<file path="config.mk">
export PLATFORM = sky130hd
export DESIGN_NAME = adc_config_register_bank
export DESIGN_NICKNAME = d
export VERILOG_FILES = /design/src/hw/adc_config_register_bank.v
export VERILOG_INCLUDE_DIRS = /design/src /design/src/hw
export SDC_FILE = /design/constraint.sdc
export NUM_CORES = 1
export LEC_CHECK = 0
export ABC_AREA = 1
export BUFFER_PORTS_ARGS = -buffer_cell sky130_fd_sc_hd__buf_2
export CAP_MARGIN = 10
export CORE_MARGIN = 1.5
export CORE_UTILIZATION = 35
export CTS_CLUSTER_DIAMETER = 120
export DETAILED_ROUTE_END_ITERATION = 16
export HOLD_SLACK_MARGIN = 0.15
export PLACE_DENSITY = 0.63
export SYNTH_ARGS = -nofsm -noshare
export SYNTH_HDL_FRONTEND = slang
export SYNTH_SLANG_ARGS = --single-unit
export TNS_END_PERCENT = 10
</file>
<file path="constraint.sdc">
create_clock -name sys_clk -period 1.8 [get_ports sys_clk]
set_input_delay 0.36 -clock sys_clk [delete_from_list [all_inputs] [get_ports sys_clk]]
set_output_delay 0.36 -clock sys_clk [all_outputs]
set_load 0.01 [all_outputs]
</file>
<file path="src/hw/adc_config_map.vh">
// Offsets, field positions, reset values for the converter config bank
`ifndef ADC_CONFIG_MAP_VH
`define ADC_CONFIG_MAP_VH

// Printed offsets (register indices); byte address is index times four
`define IDX_TEMP_CTRL      8'h90
`define IDX_TEMP_READBACK  8'h91
`define IDX_CLK_AVG_PD     8'hC0
`define IDX_REF_RATE       8'hC1
`define IDX_CHIP_PD_AVG    8'hC4

// Field positions
`define TEMP_LOAD_BIT      14
`define TEMP_MSB           9
`define LANE_LANE_CLOCK_SELECT_FIRST_BIT      12
`define AVG_INIT_MSB       11
`define AVG_INIT_LSB       10
`define AVG_OCLK_MSB       9
`define AVG_OCLK_LSB       7
`define CHAN_PD_MSB        1
`define CHAN_PD_LSB        0
`define REF_DIS_BIT        11
`define RATE_SDR_BIT       8
`define LANE_LANE_CLOCK_SELECT_SECOND_BIT      0

// Reset value for every register
`define REG_RESET          16'h0000

// AXI responses
`define RESP_OKAY          2'h0
`define RESP_SLVERR        2'h2

`endif

</file>
<file path="src/hw/adc_config_register_bank.v">
// Converter configuration register bank behind an AXI4-Lite slave
`timescale 1ns/1ps
`include "adc_config_map.vh"

// Bus timing seen from the master
// - Write address and write data may come together or apart
// - Each half is held in its own latch until the other arrives
// - The commit happens the cycle after both latches are full
// - The write answer rises at the same edge as the commit
// - A read answers one edge after its address is taken
// - A new read waits until the old answer is taken
// - A new write waits until the old answer is taken
//
// Address map
// - Byte address is the register index times four
// - Address bits 11:10 must be zero, else the slot is unmapped
// - Unmapped writes are dropped and answer with an error
// - Unmapped reads answer with an error; they return zero unless bits 9:2 match a register index, whose value is returned
//
// Register width
// - Every register holds 16 bits in the low half of the word, except the captured reading, which holds TEMP_WIDTH bits
// - Upper data bits and strobes 3:2 are ignored on write
// - Upper read data bits are always zero
//
// Sensor capture
// - The captured reading lives in its own register
// - A capture and a software write in one cycle: capture wins
// - Holding the trigger high does not reload the reading
// - Software must clear and set the trigger again to reload

module adc_config_register_bank #(
  parameter TEMP_WIDTH = 10              // Sensor result width
) (
  input  wire                  sys_clk,
  input  wire                  rst_b,
  // AXI4-Lite write address
  input  wire [11:0]           s_axi_awaddr,
  input  wire                  s_axi_awvalid,
  output wire                  s_axi_awready,
  // AXI4-Lite write data
  input  wire [31:0]           s_axi_wdata,
  input  wire [3:0]            s_axi_wstrb,
  input  wire                  s_axi_wvalid,
  output wire                  s_axi_wready,
  // AXI4-Lite write response
  output wire [1:0]            s_axi_bresp,
  output wire                  s_axi_bvalid,
  input  wire                  s_axi_bready,
  // AXI4-Lite read address
  input  wire [11:0]           s_axi_araddr,
  input  wire                  s_axi_arvalid,
  output wire                  s_axi_arready,
  // AXI4-Lite read data
  output wire [31:0]           s_axi_rdata,
  output wire [1:0]            s_axi_rresp,
  output wire                  s_axi_rvalid,
  input  wire                  s_axi_rready,
  // Live temperature sensor result
  input  wire [TEMP_WIDTH-1:0] tempSensorValue,
  // Configuration outputs to the converter core
  output wire                  laneClockSelectFirst,
  output wire [1:0]            averagingInitField,
  output wire [2:0]            averagingOutputClockField,
  output wire                  converterAPowerDown,
  output wire                  converterBPowerDown,
  output wire                  referenceDisable,
  output wire                  internalRefEnable,
  output wire                  singleDataRate,
  output wire                  laneClockSelectSecond,
  output wire [15:0]           chipPowerAveragingInit
);

  // Register storage
  reg [15:0]           tempCtrl_ff;       // Sensor control
  reg [TEMP_WIDTH-1:0] tempReadback_ff;   // Captured sensor result
  reg [15:0]           clkAvgPd_ff;       // Clock, averaging, power-down
  reg [15:0]           refRate_ff;        // Reference and output rate
  reg [15:0]           chipPdAvg_ff;      // Chip power and averaging init
  reg                  loadTrigPrev_ff;   // Previous load-trigger level

  // Bus handshake state
  reg        awHeld_ff;                   // Write address captured
  reg [11:0] awAddr_ff;                   // Captured write address
  reg        wHeld_ff;                    // Write data captured
  reg [31:0] wData_ff;                    // Captured write data
  reg [3:0]  wStrb_ff;                    // Captured strobes
  reg        bValid_ff;                   // Write response pending
  reg [1:0]  bResp_ff;                    // Write response code
  reg        rValid_ff;                   // Read data pending
  reg [31:0] rData_ff;                    // Read data
  reg [1:0]  rResp_ff;                    // Read response code

  wire       doWrite;                     // Both halves present
  wire [7:0] wrIdx;                       // Word index of write
  wire [7:0] rdIdx;                       // Word index of read
  wire       wrHit;                       // Write address mapped
  wire [15:0] wrMask;                     // Byte lane mask
  wire       loadRise;                    // Trigger edge seen
  reg  [15:0] rdWord;                     // Decoded read value
  reg         rdHit;                      // Read address mapped

  // Accept write channels only while no write response is outstanding, reads only while no read response is
  assign s_axi_awready = ~awHeld_ff & ~bValid_ff;
  assign s_axi_wready  = ~wHeld_ff & ~bValid_ff;
  assign s_axi_bvalid  = bValid_ff;
  assign s_axi_bresp   = bResp_ff;
  assign s_axi_arready = ~rValid_ff;
  assign s_axi_rvalid  = rValid_ff;
  assign s_axi_rdata   = rData_ff;
  assign s_axi_rresp   = rResp_ff;

  assign doWrite = awHeld_ff & wHeld_ff & ~bValid_ff;
  assign wrIdx   = awAddr_ff[9:2];
  assign rdIdx   = s_axi_araddr[9:2];
  assign wrMask  = {{8{wStrb_ff[1]}}, {8{wStrb_ff[0]}}};
  assign wrHit   = (awAddr_ff[11:10] == 2'h0) &&
                   (wrIdx == `IDX_TEMP_CTRL || wrIdx == `IDX_TEMP_READBACK ||
                    wrIdx == `IDX_CLK_AVG_PD || wrIdx == `IDX_REF_RATE ||
                    wrIdx == `IDX_CHIP_PD_AVG);

  // Collect write address and data in either order
  // Each half is taken only while its latch is empty
  // and no answer is waiting, so a slow master that
  // leaves the answer unread stalls further writes.
  // The commit clears both latches in one step, so a
  // new address cannot land in the same cycle.
  // The answer code is chosen at commit time from the
  // latched address, never from the live bus.
  always @(posedge sys_clk or negedge rst_b) begin
    if (!rst_b) begin
      awHeld_ff <= 1'b0;
      awAddr_ff <= 12'h000;
      wHeld_ff  <= 1'b0;
      wData_ff  <= 32'h00000000;
      wStrb_ff  <= 4'h0;
      bValid_ff <= 1'b0;
      bResp_ff  <= `RESP_OKAY;
    end else begin
      if (s_axi_awvalid && s_axi_awready) begin
        awHeld_ff <= 1'b1;
        awAddr_ff <= s_axi_awaddr;
      end
      if (s_axi_wvalid && s_axi_wready) begin
        wHeld_ff <= 1'b1;
        wData_ff <= s_axi_wdata;
        wStrb_ff <= s_axi_wstrb;
      end
      // Both halves in: commit and answer
      if (doWrite) begin
        awHeld_ff <= 1'b0;
        wHeld_ff  <= 1'b0;
        bValid_ff <= 1'b1;
        bResp_ff  <= wrHit ? `RESP_OKAY : `RESP_SLVERR;
      end else if (bValid_ff && s_axi_bready) begin
        bValid_ff <= 1'b0;
      end
    end
  end

  // Trigger edge: low last cycle, high now
  assign loadRise = tempCtrl_ff[`TEMP_LOAD_BIT] & ~loadTrigPrev_ff;

  // Register writes and sensor capture
  // Writes merge new bytes under the strobe mask with
  // the bytes already held, so a one-byte write leaves
  // the other byte alone.
  // The trigger history follows the stored control bit,
  // so the edge is seen one cycle after the write lands.
  // Reserved bits are stored as written; keeping them
  // zero is up to software.
  always @(posedge sys_clk or negedge rst_b) begin
    if (!rst_b) begin
      tempCtrl_ff     <= `REG_RESET;
      tempReadback_ff <= {TEMP_WIDTH{1'b0}};
      clkAvgPd_ff     <= `REG_RESET;
      refRate_ff      <= `REG_RESET;
      chipPdAvg_ff    <= `REG_RESET;
      loadTrigPrev_ff <= 1'b0;
    end else begin
      loadTrigPrev_ff <= tempCtrl_ff[`TEMP_LOAD_BIT];
      if (doWrite && wrIdx == `IDX_TEMP_CTRL && wrHit) begin
        tempCtrl_ff <= (tempCtrl_ff & ~wrMask) | (wData_ff[15:0] & wrMask);
      end
      if (doWrite && wrIdx == `IDX_CLK_AVG_PD && wrHit) begin
        clkAvgPd_ff <= (clkAvgPd_ff & ~wrMask) | (wData_ff[15:0] & wrMask);
      end
      if (doWrite && wrIdx == `IDX_REF_RATE && wrHit) begin
        refRate_ff <= (refRate_ff & ~wrMask) | (wData_ff[15:0] & wrMask);
      end
      if (doWrite && wrIdx == `IDX_CHIP_PD_AVG && wrHit) begin
        chipPdAvg_ff <= (chipPdAvg_ff & ~wrMask) |
                        (wData_ff[15:0] & wrMask);
      end
      // capture reading; only on rising edge, wins over write
      if (loadRise) begin
        tempReadback_ff <= tempSensorValue;
      end else if (doWrite && wrIdx == `IDX_TEMP_READBACK && wrHit) begin
        tempReadback_ff <= (tempReadback_ff & ~wrMask[TEMP_WIDTH-1:0]) |
                           (wData_ff[TEMP_WIDTH-1:0] &
                            wrMask[TEMP_WIDTH-1:0]);
      end
    end
  end

  // Read decode
  // Pure decode of the live read address into a word
  // and a hit flag; the flops below take the result.
  // Indices with no register fall through to zero and a miss.
  always @* begin
    rdWord = 16'h0000;
    rdHit  = (s_axi_araddr[11:10] == 2'h0);
    case (rdIdx)
      `IDX_TEMP_CTRL:     rdWord = tempCtrl_ff;
      // 10-bit result, upper bits read zero
      `IDX_TEMP_READBACK: rdWord = {{(16-TEMP_WIDTH){1'b0}},
                                    tempReadback_ff};
      `IDX_CLK_AVG_PD:    rdWord = clkAvgPd_ff;
      `IDX_REF_RATE:      rdWord = refRate_ff;
      `IDX_CHIP_PD_AVG:   rdWord = chipPdAvg_ff;
      default:            rdHit  = 1'b0;
    endcase
  end

  // Read channel: answer one cycle after address taken
  // Data and code are frozen while the answer waits,
  // so a master that reads late still sees the value
  // from the moment its address was taken.
  always @(posedge sys_clk or negedge rst_b) begin
    if (!rst_b) begin
      rValid_ff <= 1'b0;
      rData_ff  <= 32'h00000000;
      rResp_ff  <= `RESP_OKAY;
    end else if (s_axi_arvalid && s_axi_arready) begin
      rValid_ff <= 1'b1;
      rData_ff  <= {16'h0000, rdWord};
      rResp_ff  <= rdHit ? `RESP_OKAY : `RESP_SLVERR;
    end else if (rValid_ff && s_axi_rready) begin
      rValid_ff <= 1'b0;
    end
  end

  // Configuration outputs
  // Every output but internalRefEnable is a plain slice of a stored register,
  // so the converter core sees flop outputs apart from that one inverter.
  // The reference pair is one bit and its inverse, so
  // the two can never disagree.
  // clock configuration for lane settings
  assign laneClockSelectFirst = clkAvgPd_ff[`LANE_LANE_CLOCK_SELECT_FIRST_BIT];
  assign averagingInitField =
    clkAvgPd_ff[`AVG_INIT_MSB:`AVG_INIT_LSB];
  assign averagingOutputClockField =
    clkAvgPd_ff[`AVG_OCLK_MSB:`AVG_OCLK_LSB];
  assign converterAPowerDown = clkAvgPd_ff[`CHAN_PD_LSB];
  assign converterBPowerDown = clkAvgPd_ff[`CHAN_PD_MSB];
  assign referenceDisable  = refRate_ff[`REF_DIS_BIT];
  assign internalRefEnable = ~refRate_ff[`REF_DIS_BIT];
  assign singleDataRate = refRate_ff[`RATE_SDR_BIT];
  assign laneClockSelectSecond = refRate_ff[`LANE_LANE_CLOCK_SELECT_SECOND_BIT];
  assign chipPowerAveragingInit = chipPdAvg_ff;

endmodule

</file>
* Word level (Yosys, flattened, before mapping)
Index checks and enable logic that the tools add are counted.
** Word-level totals
- Input port bits :: 77
- Word-level logic and storage cells :: 93
- Bits in registers :: 129
- Output and inout bits :: 69
** Operators by class
- Eq/ne operators :: 10
- Muxes and demuxes :: 14
- Reduce and logical (&&, ||, !) cells :: 28
- Bitwise gates (word level) :: 25
** Operators by type and width (count)
- $and A16 B16 Y16 :: 5
- $eq A8 B8 Y1 const B :: 10
- $pmux W16 S5 :: 1
- $or A16 B16 Y16 :: 4
- $and A10 B10 Y10 :: 2
- $mux W10 :: 2
- $logic_and A1 B1 Y1 :: 16
- $not A16 Y16 :: 1
- $not A10 Y10 :: 1
- $or A10 B10 Y10 :: 1
- $reduce_bool A2 Y1 :: 5
- $mux W1 :: 9
- $not A1 Y1 :: 6
- $and A1 B1 Y1 :: 5
- $reduce_or A5 Y1 :: 1
- $logic_not A2 Y1 :: 2
- $logic_or A1 B1 Y1 :: 4
- $mux W2 :: 2

* Longest topological paths before layout
- Depth in word-level cells :: 9
- Gate-level depth with buffers :: 10
- Gate-level depth less buffers :: 10

* Least setup slack after synthesis
Ideal clock, no wire load.
- Path type :: register to register
- Start point :: register bValid_ff, in the netlist s_axi_bvalid
- End point :: register (tool-made name)
- Stages on the path, launching flop included :: 8
- Required time :: 1.679 ns
- Clock period less this slack :: 1.501 ns
- Path buffers :: 1
- Setup slack :: 0.299 ns
- Library setup time :: 0.121 ns
- Arrival :: 1.380 ns
- Cell sequence :: dfrtp_1 -> inv_2 -> nand3_4 -> nor3_4 -> nand4_4 -> buf_6 -> nand2_2 -> o21ai_2
** RTL lines
- start: declaration :: RTL line adc_config_register_bank.v:87 : reg bValid_ff;
- start signal: assignment :: RTL line adc_config_register_bank.v:136 : bValid_ff <= 1'b0;
- start signal: assignment :: RTL line adc_config_register_bank.v:152 : bValid_ff <= 1'b1;
- start signal: assignment :: RTL line adc_config_register_bank.v:155 : bValid_ff <= 1'b0;

==> metrics.csv <==
metric,value,unit
synthesized flop and latch total,125,
max-slew violations,0,
crit path capture type,flip-flop,
vias per inst,4.49,
DRC,0,
PortBufs,105,
first-pass GRT wire length,23600,microns
Fmax,609,MHz
Non-Filler Instances,1055,
slew margin rel.,0.663,
Clock Sinks,125,
Final Setup Violations,0,
worst hold path depth,2,
RSZ-0062 raised after global routing,true,
"Avg Cell Area, Syn",8.41,sq um
core area,0.0166,sq mm
DRT antenna net count,0,
Power Density,1210,mW/mm^2
GRT overflow,0,
GPL Wtd Cong,0.749,
Total Wirelength,14000,microns
leading area contributor after synthesis,dfrtp_1,
post-layout util,0.445,
number of global-route vias before repair,4538,
via count,4735,
Synthesis Warnings,0,
"Hold Violations, Final",0,
"Setup Fix Bufs, Post-CTS",0,
R2R cell count,8,
initial core utilization,0.359,
"Reg clk slew, reported paths",0.05,ns
critical path arrival,1.93,ns
actual slew at the worst max-slew pin,0.505,ns
synthesized netlist cell count,708,
CP max stage delay,0.40,ns
"Slowest-stage cell, CP",dfrtp_1,
Final Skew,0.00893,ns
drt wl/cell,13.3,microns
Max H-tree Level,4,
outcome,"finished, final reports clean",
final period utilization,0.912,
top post-synthesis cells by area,"dfrtp_1, nand2_1, nor2_1",
Leak,3.96,nW
n_diodes,0,
Clock Path Buffers,2,
initial drt markers,357,
largest net degree at the start of global routing,44,
Placed Cells,1022,
Rows,47,
dpl ws,0.135,ns
peak supply drop,0.869,mV
Die Ht,133,microns
Pre-Repair DR Iteration Count,4,
"Cell Area, Synth",0.00595,sq mm
maxcap violations,0,
Min Hold Slack,0.182,ns
Synth cell types,32,
Startpoint Class,flip-flop,
initial antenna violation count,2,
largest fanout on the critical path,16,
DIE AREA,0.0178,sq mm
"Seq/Total Area, Yosys",0.526,
Final WS setup,0.159,ns
crit path cell chain,nor2_2 > nand2_1 > nor2_2 > nor2_1 > nand3_4 > nand4_4 > nand2_1 > o21ai_2,
Worst EP required,2.09,ns
Final HPWL DP,9970,microns
Crit Path Category,reg -> reg,
min cycle time layout,1.64,ns
num ports,146,
ratio of cells with drive above 1 in the final layout,0.256,
Worst-Skew Late Latency,0.41,ns
layout overhead on the synthesized area,24.0,%
worst hold path class,in -> reg,
width of the die,133,microns
CTS buffer count,17,
Final #Nets,901,
global-route total usage across every layer,0.170,
Fillers,1656,
top cell type's share of synthesized area,0.526,
CTS tree,built,
CTS Root Cell,clkbuf_16,
cell usage after synthesis:
library cell and count:
nand4_4 2, nor3_1 2, or2_1 1, buf_6 5, mux2_2 4, clkinv_1 3
buf_1 1, nor3_2 1, o21ai_0 6, nand2_2 13, a21oi_1 35, nor2_1 82
nor3_4 1, clkbuf_1 6, buf_2 9, o22ai_1 1, nand4_1 2, nand3_1 47
nand3_4 2, dfrtp_1 125, nand4_2 1, conb_1 1, o21ai_2 24, o21ai_1 40
nor2_2 6, buf_4 26, inv_2 2, inv_1 70, a21o_2 1, o2111ai_1 4
nand2_1 184, o211ai_1 1
path summary, 6_finish.rpt:
kind / from / to / slack [ns]
max in group asynchronous: rst_b / async pin / 0.73
hold reg to reg: s_axi_rresp[1] / s_axi_rresp[1] / 0.47
hold / removal: s_axi_awaddr[8] / awAddr_ff[8] / 0.18
setup reg to reg: awAddr_ff[4] / flip-flop / 0.16
min in group asynchronous: rst_b / awAddr_ff[9] / 0.44
setup / recovery: awAddr_ff[4] / flip-flop / 0.16
logic make-up after synthesis:
kind of cell,share of synthesized area
simple gates,0.252
buf+inv,0.102
other cells,0.000630
compound gates,0.113
flops,0.526
mux,0.00757
stage by stage:
| step | instance area (sq um) | power (mW) | setup TNS, ns |
|---|---|---|---|
| 5_1_grt | 7380 | 9.42 | -0.00182 |
| 2_1_floorplan | 6020 | 4.76 | 0 |
| 3_5_place_dp | 6690 | 5.35 | 0 |
| 6_report | 7380 | 8.91 | 0 |
| 4_1_cts | 7350 | 8.98 | 0 |
| 3_3_place_gp | 6690 | 5.30 | 0 |
area by class of cell:
cell class,instances,area [sq um],share of cell area
Sequential cell,125,3130,0.424
Clock inverter,6,105,0.0142
Tap cell,220,275,0.0373
Timing Repair Buffer,127,751,0.102
Clock buffer,24,522,0.0707
Inverter,75,282,0.0382
Multi-Input combinational cell,478,2320,0.314
power breakdown:
group / leakage, nW / internal (mW) / switching [mW]
combinational: 2.07 / 0.592 / 1.13
clock: 0.314 / 2.41 / 1.18
sequential: 1.58 / 3.23 / 0.361
total: 3.96 / 6.24 / 2.67
critical path: cells and delay by family, from the launching register on:
family          cells  cell delay (ns)
flops               1             0.40
compound gates      1             0.07
simple gates        7             1.04
cells in the final DEF (no fill, tap or decap), drive strengths merged:
master / instances
nand4: 5
o22ai: 1
o21ai: 70
bufinv: 3
nor2: 88
dfrtp: 125
mux2: 4
a21oi: 35
nand2: 197
inv: 72
clkbuf: 24
conb: 18
buf: 124
nor3: 4
nand3: 49
a21o: 1
dlygate4sd3: 3
or2: 1
o211ai: 1
o2111ai: 4
clkinv: 6
metal layers:
| layer | global-route usage | up-vias | share of wire |
|---|---|---|---|
| met3 | 0.0502 | 18 | 0.064 |
| met1 | 0.245 | 2141 | 0.50 |
| met2 | 0.245 | 129 | 0.42 |
| met5 | 0 | - | 0.00093 |
| met4 | 0.0525 | 2 | 0.011 |
| li1 | - | 2445 | - |
timing repair:
| action | CTS | global route |
|---|---|---|
| gates resized for setup | 0 | 8 |
| hold buffers | 3 | 0 |
| setup endpoints to repair | 0 | 33 |
| hold endpoints to repair | 28 | 0 |
(Power assumes the default switching activity.)
